==> config.mk <==
export PLATFORM = sky130hd
export DESIGN_NAME = tcf_channel_data_formatter
export DESIGN_NICKNAME = d
export VERILOG_FILES = /design/src/tcf_pkg.sv /design/src/tcf_channel_data_formatter.sv
export VERILOG_INCLUDE_DIRS = /design/src
export SDC_FILE = /design/constraint.sdc
export NUM_CORES = 2
export LEC_CHECK = 0
export ABC_AREA = 1
export BUFFER_PORTS_ARGS = -buffer_cell sky130_fd_sc_hd__buf_2
export CORE_MARGIN = 2
export CORE_UTILIZATION = 35
export DETAILED_ROUTE_END_ITERATION = 8
export GPL_ROUTABILITY_DRIVEN = 0
export PLACE_DENSITY_LB_ADDON = 0.1
export SKIP_LAST_GASP = 1
export SYNTH_ARGS = -nofsm -noshare
export SYNTH_HDL_FRONTEND = slang
export SYNTH_SLANG_ARGS = --single-unit
==> constraint.sdc <==
create_clock -name clock -period 30.2 [get_ports clock]
set_input_delay 1.51 -clock clock [delete_from_list [all_inputs] [get_ports clock]]
set_output_delay 1.51 -clock clock [all_outputs]
set_load 0.005 [all_outputs]
==> src/tcf_cfg.svh <==
`ifndef TCF_CFG_SVH
`define TCF_CFG_SVH

// ==========================================================================
// register map (word index on the register port)
`define TCF_NUM_CH        6
`define TCF_ADDR_CFG0     8'h00
`define TCF_ADDR_DATA0    8'h08
`define TCF_ADDR_STATUS   8'h10
`define TCF_ADDR_CJ0      8'h11
`define TCF_ADDR_CJ1      8'h12

// ==========================================================================
// configuration word fields
`define TCF_BIT_DISABLE   15
`define TCF_FMT_HI        14
`define TCF_FMT_LO        12
`define TCF_TYPE_HI       11
`define TCF_TYPE_LO       8
`define TCF_BIT_FAHR      7
`define TCF_OC_HI         6
`define TCF_OC_LO         5
`define TCF_BIT_CJD       4

// ==========================================================================
// status word fields
`define TCF_STAT_CJ_LO    0
`define TCF_STAT_OVR_LO   8

// ==========================================================================
// reset values
`define TCF_CFG_RESET     16'h0000
`define TCF_CJ_RESET      16'h00fa
`define TCF_DATA_RESET    16'h0000

// ==========================================================================
// scaling constants
`define TCF_RAW_MUL       16'hfffe
`define TCF_PID_MUL       16'h3fff
`define TCF_PCT_MUL       16'h2710
`define TCF_F_MUL         16'h0009
`define TCF_ONE           16'h0001
`define TCF_DIV_F1        16'h0005
`define TCF_DIV_F10       16'h0032
`define TCF_DIV_C10       16'h000a
`define TCF_C_OFFSET      32'h00007530
`define TCF_F_OFFSET      32'h00001388
`define TCF_OUT_C1        33'h1ffff8ad0
`define TCF_OUT_C10       33'h1fffff448
`define TCF_OUT_F1        33'h1ffffec78
`define TCF_OUT_F10       33'h1fffffe0c
`define TCF_OUT_RAW       33'h1ffff8001
`define TCF_POS_FULL      33'h000007fff
`define TCF_NEG_FULL      33'h1ffff8001

// ==========================================================================
// timing
`define TCF_DIV_LAST      5'h1f

`endif

==> src/tcf_pkg.sv <==
package tcf_pkg;

    // ======================================================================
    // engine states
    typedef enum logic [2:0] {
        TCF_IDLE  = 3'b001,
        TCF_DIV   = 3'b010,
        TCF_STORE = 3'b100
    } tcf_state_t;

    // ======================================================================
    // configuration encodings
    typedef enum logic [2:0] {
        TCF_FMT_RAW   = 3'h0,
        TCF_FMT_ENG1  = 3'h1,
        TCF_FMT_PID   = 3'h2,
        TCF_FMT_PCT   = 3'h3,
        TCF_FMT_ENG10 = 3'h4
    } tcf_format_t;

    typedef enum logic [1:0] {
        TCF_OC_UP   = 2'h0,
        TCF_OC_DOWN = 2'h1,
        TCF_OC_LAST = 2'h2,
        TCF_OC_ZERO = 2'h3
    } tcf_oc_t;

    typedef enum logic [3:0] {
        TCF_IN_J     = 4'h0,
        TCF_IN_K     = 4'h1,
        TCF_IN_T     = 4'h2,
        TCF_IN_E     = 4'h3,
        TCF_IN_R     = 4'h4,
        TCF_IN_S     = 4'h5,
        TCF_IN_B     = 4'h6,
        TCF_IN_N     = 4'h7,
        TCF_IN_C     = 4'h8,
        TCF_IN_MV50  = 4'h9,
        TCF_IN_MV100 = 4'ha,
        TCF_IN_L     = 4'hb
    } tcf_input_t;

    // low end, high end, low end in tenths of fahrenheit
    typedef struct packed {
        logic signed [15:0] lo;
        logic signed [15:0] hi;
        logic signed [15:0] loF;
    } tcf_range_t;

endpackage : tcf_pkg

==> src/tcf_channel_data_formatter.sv <==
// Behaviour
// raw format maps range low to -32767 and high to +32767
// x1 format: tenths of a degree, hundredths of a millivolt
// x10 format: whole degrees, tenths of a millivolt
// PID format maps range onto 0 through +16383
// percent format maps range onto 0 through +10000
// input type from config bits 11..8, per channel
// bit 7 picks C or F, ignored for mV, raw, PID, percent
// x1 F on type B or C flags over-range above 3276.7 F
// bits 6..5 pick the open-circuit substitute value
// upscale option outputs full upper-scale word
// downscale option outputs full lower-scale word
// last-state option holds last valid data word
// zero option forces data word to zero
// open cold junction sets status bit, readings continue
// cold junction open from power-up uses 25 C
// cold junction opening later keeps last valid reading
// millivolt channels ignore cold junction state
// bit 4 shows cold junction temperature instead of reading
// disabled channel data word is zero
// all-zero config fields are the defaults
// open-circuit codes: 00 up, 01 down, 10 last, 11 zero
// interpolate linearly, round to nearest, saturate to limits
`timescale 1ns/100ps
`default_nettype none
`include "tcf_cfg.svh"

module tcf_channel_data_formatter (
    // clock, reset, enable
    input  wire logic        clock,
    input  wire logic        rst,
    input  wire logic        ce,
    // register port
    input  wire logic [7:0]  busAddr,
    input  wire logic [15:0] busWdata,
    input  wire logic        busWrite,
    input  wire logic        busRead,
    output logic      [15:0] busRdata,
    // channel samples, tenths of C or hundredths of mV
    input  wire logic        sampleValid,
    input  wire logic [2:0]  sampleChannel,
    input  wire logic [15:0] sampleValue,
    input  wire logic        sampleOpen,
    output logic             sampleReady,
    // cold junction sensors
    input  wire logic        cjSampleValid,
    input  wire logic        cjSampleSel,
    input  wire logic [15:0] cjSampleValue,
    input  wire logic [1:0]  cjOpenPin,
    output logic      [1:0]  cjOpenStatus
);

    // ======================================================================
    // range lookup
    function automatic tcf_pkg::tcf_range_t range_of(input logic [3:0] kind);
        tcf_pkg::tcf_range_t r;
        case (kind)
            tcf_pkg::TCF_IN_K:     r = {16'hf574, 16'h3584, 16'hee44};
            tcf_pkg::TCF_IN_T:     r = {16'hf574, 16'h0fa0, 16'hee44};
            tcf_pkg::TCF_IN_E:     r = {16'hf574, 16'h2710, 16'hee44};
            tcf_pkg::TCF_IN_R:     r = {16'h0000, 16'h4510, 16'h0140};
            tcf_pkg::TCF_IN_S:     r = {16'h0000, 16'h4510, 16'h0140};
            tcf_pkg::TCF_IN_B:     r = {16'h0bb8, 16'h4718, 16'h1658};
            tcf_pkg::TCF_IN_N:     r = {16'hf7cc, 16'h32c8, 16'hf27c};
            tcf_pkg::TCF_IN_C:     r = {16'h0000, 16'h5a6e, 16'h0140};
            tcf_pkg::TCF_IN_L:     r = {16'hf830, 16'h2328, 16'hf330};
            tcf_pkg::TCF_IN_MV50:  r = {16'hec78, 16'h1388, 16'h0000};
            tcf_pkg::TCF_IN_MV100: r = {16'hd8f0, 16'h2710, 16'h0000};
            // undefined codes fall back to the default type
            default:               r = {16'hf7cc, 16'h2ee0, 16'hf27c};
        endcase
        return r;
    endfunction : range_of

    function automatic logic is_mv(input logic [3:0] kind);
        return (kind == tcf_pkg::TCF_IN_MV50) || (kind == tcf_pkg::TCF_IN_MV100);
    endfunction : is_mv

    // ======================================================================
    // cold junction open pins: three stages, accept when last two agree
    logic [2:0] cjSync     [2];
    logic [2:0] next_cjSync[2];
    logic [1:0] next_cjOpen;

    genvar g;
    generate
        for (g = 0; g < 2; g++) begin : g_cjsync
            always_comb begin
                next_cjSync[g] = {cjSync[g][1:0], cjOpenPin[g]};
                next_cjOpen[g] = cjOpenStatus[g];
                if (cjSync[g][1] == cjSync[g][2]) begin
                    next_cjOpen[g] = cjSync[g][2];
                end
            end
            always_ff @(posedge clock) begin
                if (rst) begin
                    cjSync[g]       <= 3'h0;
                    cjOpenStatus[g] <= 1'b0;
                end else if (ce) begin
                    cjSync[g]       <= next_cjSync[g];
                    cjOpenStatus[g] <= next_cjOpen[g];
                end
            end
        end
    endgenerate

    // ======================================================================
    // held cold junction temperatures
    logic [15:0] cjHeld     [2];
    logic [15:0] next_cjHeld[2];

    always_comb begin
        next_cjHeld = cjHeld;
        // an open sensor's samples are dropped, so the last good one stays
        if (cjSampleValid && !cjOpenStatus[cjSampleSel]) begin
            next_cjHeld[cjSampleSel] = cjSampleValue;
        end
    end

    always_ff @(posedge clock) begin
        if (rst) begin
            cjHeld[0] <= `TCF_CJ_RESET;
            cjHeld[1] <= `TCF_CJ_RESET;
        end else if (ce) begin
            cjHeld <= next_cjHeld;
        end
    end

    // ======================================================================
    // registers and read port
    logic [15:0] cfgWord     [`TCF_NUM_CH];
    logic [15:0] next_cfgWord[`TCF_NUM_CH];
    logic [15:0] dataWord    [`TCF_NUM_CH];
    logic [5:0]  overRange;
    logic [15:0] next_rdata;
    logic [7:0]  rdIdx;

    always_comb begin
        next_cfgWord = cfgWord;
        next_rdata   = 16'h0000;
        rdIdx        = busAddr - `TCF_ADDR_DATA0;
        if (busWrite && (busAddr < 8'(`TCF_NUM_CH))) begin
            next_cfgWord[busAddr[2:0]] = busWdata;
        end
        if (busRead) begin
            if (busAddr < 8'(`TCF_NUM_CH)) begin
                next_rdata = cfgWord[busAddr[2:0]];
            end else if ((busAddr >= `TCF_ADDR_DATA0) && (rdIdx < 8'(`TCF_NUM_CH))) begin
                next_rdata = dataWord[rdIdx[2:0]];
            end else if (busAddr == `TCF_ADDR_STATUS) begin
                next_rdata = 16'h0000;
                next_rdata[`TCF_STAT_CJ_LO +: 2]  = cjOpenStatus;
                next_rdata[`TCF_STAT_OVR_LO +: 6] = overRange;
            end else if (busAddr == `TCF_ADDR_CJ0) begin
                next_rdata = cjHeld[0];
            end else if (busAddr == `TCF_ADDR_CJ1) begin
                next_rdata = cjHeld[1];
            end
        end
    end

    always_ff @(posedge clock) begin
        if (rst) begin
            for (int i = 0; i < `TCF_NUM_CH; i++) begin
                cfgWord[i] <= `TCF_CFG_RESET;
            end
            busRdata <= 16'h0000;
        end else if (ce) begin
            cfgWord  <= next_cfgWord;
            busRdata <= next_rdata;
        end
    end

    // ======================================================================
    // setup of one conversion from the incoming sample
    logic                chOk;
    logic [2:0]          chIdx;
    logic [15:0]         cfg;
    tcf_pkg::tcf_range_t rng;
    logic                mvType;
    logic                useF;
    logic                fahrBCNow;
    logic signed [16:0]  cjUsed;
    logic signed [16:0]  xVal;
    logic [15:0]         dVal;
    logic [15:0]         mulSel;
    logic [15:0]         divSel;
    logic [31:0]         baseSel;
    logic [32:0]         outLoSel;
    logic [31:0]         numStart;

    always_comb begin
        chOk      = sampleChannel < 3'(`TCF_NUM_CH);
        chIdx     = chOk ? sampleChannel : 3'h0;
        cfg       = cfgWord[chIdx];
        rng       = range_of(cfg[`TCF_TYPE_HI:`TCF_TYPE_LO]);
        mvType    = is_mv(cfg[`TCF_TYPE_HI:`TCF_TYPE_LO]);
        // units only matter for temperatures in engineering formats
        useF      = cfg[`TCF_BIT_FAHR] && !mvType &&
                    ((cfg[`TCF_FMT_HI:`TCF_FMT_LO] == tcf_pkg::TCF_FMT_ENG1) ||
                     (cfg[`TCF_FMT_HI:`TCF_FMT_LO] == tcf_pkg::TCF_FMT_ENG10));
        fahrBCNow = useF && (cfg[`TCF_FMT_HI:`TCF_FMT_LO] == tcf_pkg::TCF_FMT_ENG1) &&
                    ((cfg[`TCF_TYPE_HI:`TCF_TYPE_LO] == tcf_pkg::TCF_IN_B) ||
                     (cfg[`TCF_TYPE_HI:`TCF_TYPE_LO] == tcf_pkg::TCF_IN_C));
        // channels 0..2 sit at junction 0, 3..5 at junction 1
        cjUsed    = 17'(signed'(chIdx < 3'h3 ? cjHeld[0] : cjHeld[1]));
        if (cfg[`TCF_BIT_CJD]) begin
            xVal = cjUsed;
        end else if (mvType) begin
            xVal = 17'(signed'(sampleValue));
        end else begin
            xVal = 17'(signed'(sampleValue)) + cjUsed;
        end
        if (sampleOpen) begin
            xVal = (cfg[`TCF_OC_HI:`TCF_OC_LO] == tcf_pkg::TCF_OC_UP) ?
                   17'(rng.hi) : 17'(rng.lo);
        end
        // clamping to the range keeps every scaled format inside its limits except x1 F on types B and C
        if (xVal > 17'(rng.hi)) begin
            xVal = 17'(rng.hi);
        end
        if (xVal < 17'(rng.lo)) begin
            xVal = 17'(rng.lo);
        end
        dVal = 16'(xVal - 17'(rng.lo));
        case (cfg[`TCF_FMT_HI:`TCF_FMT_LO])
            tcf_pkg::TCF_FMT_ENG1: begin
                mulSel   = useF ? `TCF_F_MUL : `TCF_ONE;
                divSel   = useF ? `TCF_DIV_F1 : `TCF_ONE;
                outLoSel = useF ? `TCF_OUT_F1 : `TCF_OUT_C1;
            end
            tcf_pkg::TCF_FMT_ENG10: begin
                mulSel   = useF ? `TCF_F_MUL : `TCF_ONE;
                divSel   = useF ? `TCF_DIV_F10 : `TCF_DIV_C10;
                outLoSel = useF ? `TCF_OUT_F10 : `TCF_OUT_C10;
            end
            tcf_pkg::TCF_FMT_PID: begin
                mulSel   = `TCF_PID_MUL;
                divSel   = 16'(rng.hi - rng.lo);
                outLoSel = 33'h0;
            end
            tcf_pkg::TCF_FMT_PCT: begin
                mulSel   = `TCF_PCT_MUL;
                divSel   = 16'(rng.hi - rng.lo);
                outLoSel = 33'h0;
            end
            default: begin
                mulSel   = `TCF_RAW_MUL;
                divSel   = 16'(rng.hi - rng.lo);
                outLoSel = `TCF_OUT_RAW;
            end
        endcase
        // offsets keep the dividend positive for the unsigned divider
        if (useF) begin
            baseSel = 32'(signed'(rng.loF)) + `TCF_F_OFFSET;
            baseSel = 32'(baseSel * 32'h5);
        end else if ((cfg[`TCF_FMT_HI:`TCF_FMT_LO] == tcf_pkg::TCF_FMT_ENG1) ||
                     (cfg[`TCF_FMT_HI:`TCF_FMT_LO] == tcf_pkg::TCF_FMT_ENG10)) begin
            baseSel = 32'(signed'(rng.lo)) + `TCF_C_OFFSET;
        end else begin
            baseSel = 32'h0;
        end
        numStart = 32'(dVal) * 32'(mulSel) + baseSel + 32'(divSel[15:1]);
    end

    // ======================================================================
    // conversion engine: one restoring divide step per cycle
    tcf_pkg::tcf_state_t state;
    tcf_pkg::tcf_state_t next_state;
    logic [2:0]          curCh;
    logic [2:0]          next_curCh;
    logic [31:0]         num;
    logic [31:0]         next_num;
    logic [16:0]         rem;
    logic [16:0]         next_rem;
    logic [15:0]         den;
    logic [15:0]         next_den;
    logic [32:0]         outLo;
    logic [32:0]         next_outLo;
    logic [4:0]          stepCnt;
    logic [4:0]          next_stepCnt;
    logic                fahrBC;
    logic                next_fahrBC;
    logic                next_ready;
    logic [15:0]         next_dataWord[`TCF_NUM_CH];
    logic [5:0]          next_overRange;
    logic [16:0]         trial;
    logic signed [32:0]  sum;

    always_comb begin
        next_state     = state;
        next_curCh     = curCh;
        next_num       = num;
        next_rem       = rem;
        next_den       = den;
        next_outLo     = outLo;
        next_stepCnt   = stepCnt;
        next_fahrBC    = fahrBC;
        next_ready     = sampleReady;
        next_dataWord  = dataWord;
        next_overRange = overRange;
        trial          = {rem[15:0], num[31]};
        sum            = signed'(outLo) + signed'({1'b0, num});
        case (state)
            tcf_pkg::TCF_IDLE: begin
                // samples are only taken while sampleReady is high
                if (sampleValid && chOk) begin
                    next_curCh = sampleChannel;
                    if (cfg[`TCF_BIT_DISABLE]) begin
                        next_dataWord[chIdx]  = 16'h0000;
                        next_overRange[chIdx] = 1'b0;
                    end else if (sampleOpen &&
                                 (cfg[`TCF_OC_HI:`TCF_OC_LO] == tcf_pkg::TCF_OC_ZERO)) begin
                        next_dataWord[chIdx]  = 16'h0000;
                    end else if (sampleOpen &&
                                 (cfg[`TCF_OC_HI:`TCF_OC_LO] == tcf_pkg::TCF_OC_LAST)) begin
                        next_dataWord[chIdx]  = dataWord[chIdx];
                    end else begin
                        next_num     = numStart;
                        next_den     = divSel;
                        next_rem     = 17'h0;
                        next_outLo   = outLoSel;
                        next_stepCnt = 5'h0;
                        next_fahrBC  = fahrBCNow;
                        next_ready   = 1'b0;
                        next_state   = tcf_pkg::TCF_DIV;
                    end
                end
            end
            tcf_pkg::TCF_DIV: begin
                if (trial >= {1'b0, den}) begin
                    next_rem = trial - {1'b0, den};
                    next_num = {num[30:0], 1'b1};
                end else begin
                    next_rem = trial;
                    next_num = {num[30:0], 1'b0};
                end
                next_stepCnt = stepCnt + 5'h1;
                if (stepCnt == `TCF_DIV_LAST) begin
                    next_state = tcf_pkg::TCF_STORE;
                end
            end
            tcf_pkg::TCF_STORE: begin
                next_overRange[curCh] = 1'b0;
                if (sum > signed'(`TCF_POS_FULL)) begin
                    next_dataWord[curCh]  = 16'(`TCF_POS_FULL);
                    next_overRange[curCh] = fahrBC;
                end else if (sum < signed'(`TCF_NEG_FULL)) begin
                    next_dataWord[curCh]  = 16'(`TCF_NEG_FULL);
                end else begin
                    next_dataWord[curCh]  = sum[15:0];
                end
                next_ready = 1'b1;
                next_state = tcf_pkg::TCF_IDLE;
            end
            default: begin
                next_ready = 1'b1;
                next_state = tcf_pkg::TCF_IDLE;
            end
        endcase
    end

    always_ff @(posedge clock) begin
        if (rst) begin
            state       <= tcf_pkg::TCF_IDLE;
            curCh       <= 3'h0;
            num         <= 32'h0;
            rem         <= 17'h0;
            den         <= 16'h0;
            outLo       <= 33'h0;
            stepCnt     <= 5'h0;
            fahrBC      <= 1'b0;
            sampleReady <= 1'b1;
            overRange   <= 6'h0;
            for (int i = 0; i < `TCF_NUM_CH; i++) begin
                dataWord[i] <= `TCF_DATA_RESET;
            end
        end else if (ce) begin
            state       <= next_state;
            curCh       <= next_curCh;
            num         <= next_num;
            rem         <= next_rem;
            den         <= next_den;
            outLo       <= next_outLo;
            stepCnt     <= next_stepCnt;
            fahrBC      <= next_fahrBC;
            sampleReady <= next_ready;
            overRange   <= next_overRange;
            dataWord    <= next_dataWord;
        end
    end

endmodule : tcf_channel_data_formatter
`default_nettype wire

==> reports/qor.yml <==
run_status:
  status: "finished, final reports clean"
layout:
  areaGrowthSynthToFinish_pct: 8.82
  fin_util_pct: 38.3
  nFillCells: 11699
  drive_gt1_share_pct: 5.70
  final_common_cell: "nand2_1"
  fin_cells: 7244
  most-common-layout-cells: "1,204 x nand2_1, 908 x inv_1, 838 x nor2_1, 542 x o21ai_0, 417 x a21oi_1"
  final_nets: 6365
clock_network:
  htreeDepth: 2
  path_clk_slew_ps: 60
  cts_root_buf: "clkbuf_16"
  hold_buffers: 0
  cts_buffers: 47
  cts_sinks: 342
  cts_buffer_depth: 3
  clkLatencyLatePin_ps: 650
  cts_tree: "yes"
  cts_resized: 0
  cts_setup_buffers: 0
floorplanning:
  start_util_pct: 35.2
  dieHeight_um: 331
  core_um2: 107000
  die_area_um2: 110000
  dieWidth_um: 331
  io_pins: 89
  placement_rows: 120
worst_setup_path:
  crit_family: "compound AO/OA/AOI/OAI gates"
  critPathLaunchType: "primary input"
  path_buf_inv: 17
  crit_arrival_ps: 17510
  slowest_stage: "a32oi_1"
  crit_required_ps: 30690
  critPathKind: "in -> reg"
  critPathMaxStageDelay_ps: 630
  worstPathMaxFanout: 27
  critPathCaptureType: "flip-flop"
timing:
  setup_violations: 0
  fin_skew_ps: 52.6
  rsz0062_at_grt: "false"
  final-hold-violation-count: 0
  finalCritPeriodShare_pct: 56.3
  tns_ps: 0
  clock.fmax_mhz: 58.8
  slew_headroom_pct: 9.80
  setup_slack_ps: 13180
  period_minus_slack_ps: 17020
  maxSlewViolCount: 0
  tightest_slew_ps: 1350
yosys:
  synth-edff-count: 6
  syn_avg_cell_area_um2: 6.38
  synth_seq_area_share_pct: 18.4
  synth_flop_cell: "dfxtp_1"
  ys_ff_latch: 342
  synth_nets: 6431
  netlist_instances: 5873
  synth_area_um2: 37500
  synth-async-reset-ratio_pct: 0
  synth.distinct_cells: 69
  yosysWarnings: 0
grt:
  antenna_found_initial: 1
  grt_pass1_vias: 36516
  grt-ovfl-total: 0
  grt_max_degree: 91
  grt_pass1_wl_um: 226000
  gr-usage-all-layers_pct: 26.3
routing:
  dr.pass1.iters: 6
  routedWlPerCell_um: 20.3
  drtAntennaViolNets: 0
  first_iter_violations: 2824
  viasPerCell: 5.28
  route.detailed.drc: 0
  vias: 38278
  drt_wl_total_um: 147000
place:
  dp.cells: 7161
  port_buffers: 88
  dp.final_hpwl_um: 106000
  pre_cts_ws_ps: 12780
hold_path:
  hold_path.class: "reg -> reg"
run:
  drv_cap: 0
-- worst paths after layout --
| kind | startpoint | endpoint | slack [ps] | cells past startpoint |
|---|---|---|---|---|
| setup reg to reg | cfgWord[73]$_SDFFE_PP0P_ | num[29]$_SDFFE_PP0P_ | 14770 | 81 |
| setup / recovery | sampleChannel[2] | num[29]$_SDFFE_PP0P_ | 13180 | 84 |
| hold / removal | cfgWord[64]$_SDFFE_PP0P_ | cfgWord[64]$_SDFFE_PP0P_ | 460 | 2 |
| hold reg to reg | cfgWord[64]$_SDFFE_PP0P_ | cfgWord[64]$_SDFFE_PP0P_ | 460 | 2 |
-- state kept, by name, indices dropped and copies added, names as in the netlist, named ones only --
signal,count
rem,16
state,3
cfgWord,96
cjOpenStatus,2
dataWord,96
curCh,3
num,32
fahrBC,1
cjSync,6
stepCnt,5
busRdata,16
sampleReady,1
den,16
outLo,11
cjHeld,32
-- worst reg2reg max path, delay by kind of cell (launching register included) --
family / cells / cell delay, ps
AOI/OAI and AO/OA: 30 / 4920
adders and majority gates: 12 / 4560
and+or+nand+nor: 23 / 3220
buffers and inverters: 14 / 1890
xor gates and xnor gates: 2 / 430
DFF: 1 / 310
-- final cells by class --
type / count / area (µm²) / area share, %
multi-input combinational: 4332 / 26100 / 63.9
sequential: 342 / 6910 / 16.9
inverter: 935 / 3510 / 8.61
tap: 1403 / 1760 / 4.30
clock buffer: 61 / 1280 / 3.13
timing repair buffer: 149 / 905 / 2.22
clock inverter: 21 / 360 / 0.883
antenna: 1 / 2.50 / 0.00613
-- metal layers --
metal,global-route usage [%],vias to the layer above,routed length [µm]
li1,-,18829,-
met1,35.8,17910,66600
met2,43.4,1305,66800
met3,2.94,232,8990
met4,8.28,2,4850
met5,0,-,13
-- logic make-up (layout without fill, tap and decap cells) --
kind of cell,count (synthesis),count (layout),synth area share (%)
simple gates,2326,2326,24.7
compound gates,1413,1413,21.5
buf+inv,1199,1166,12.4
fa+ha+maj,488,488,20.5
flops,342,342,18.4
xor+xnor,103,103,2.52
mux,2,2,0.0534
other cells,0,1,0
-- stage by stage --
| stage | area [µm²] | hold WS [ps] |
|---|---|---|
| floorplan | 37500 | 434 |
| global placement | 39200 | 448 |
| detailed placement | 39200 | 449 |
| CTS | 40800 | 460 |
| global route | 40800 | 480 |
| finish | 40800 | 459 |
-- cell usage after synthesis (5+ instances only) --
| cell type | count | share of area [%] |
|---|---|---|
| a211oi_1 | 71 | 1.4 |
| a21boi_0 | 6 | 0.12 |
| a21o_1 | 8 | 0.16 |
| a21oi_1 | 417 | 5.6 |
| a221oi_1 | 21 | 0.49 |
| a22o_1 | 12 | 0.28 |
| a22oi_1 | 14 | 0.28 |
| a311oi_1 | 16 | 0.37 |
| a31oi_1 | 44 | 0.73 |
| a32o_1 | 11 | 0.29 |
| buf_1 | 10 | 0.10 |
| buf_2 | 32 | 0.43 |
| buf_4 | 8 | 0.16 |
| buf_6 | 9 | 0.27 |
| clkbuf_1 | 205 | 2.1 |
| clkinv_1 | 10 | 0.10 |
| dfxtp_1 | 336 | 18 |
| edfxtp_1 | 6 | 0.48 |
| fa_1 | 210 | 11 |
| ha_1 | 278 | 9.3 |
| inv_1 | 910 | 9.1 |
| inv_2 | 15 | 0.15 |
| nand2_1 | 1205 | 12 |
| nand2_2 | 12 | 0.20 |
| nand3_1 | 137 | 1.8 |
| nand3b_1 | 5 | 0.10 |
| nand4_1 | 26 | 0.43 |
| nor2_1 | 857 | 8.6 |
| nor2_2 | 10 | 0.17 |
| nor3_1 | 33 | 0.44 |
| nor4_1 | 5 | 0.083 |
| o211ai_1 | 21 | 0.42 |
| o21a_1 | 6 | 0.12 |
| o21ai_0 | 542 | 7.2 |
| o21ai_1 | 112 | 1.5 |
| o21ai_2 | 5 | 0.12 |
| o21bai_1 | 22 | 0.44 |
| o221ai_1 | 46 | 1.1 |
| o22ai_1 | 13 | 0.22 |
| o311ai_0 | 6 | 0.14 |
| or2_2 | 20 | 0.33 |
| xnor2_1 | 41 | 0.96 |
| xor2_1 | 58 | 1.4 |
Power is not shown: default switching activity piles up to over one toggle a cycle in this logic, so the estimate is an artifact.
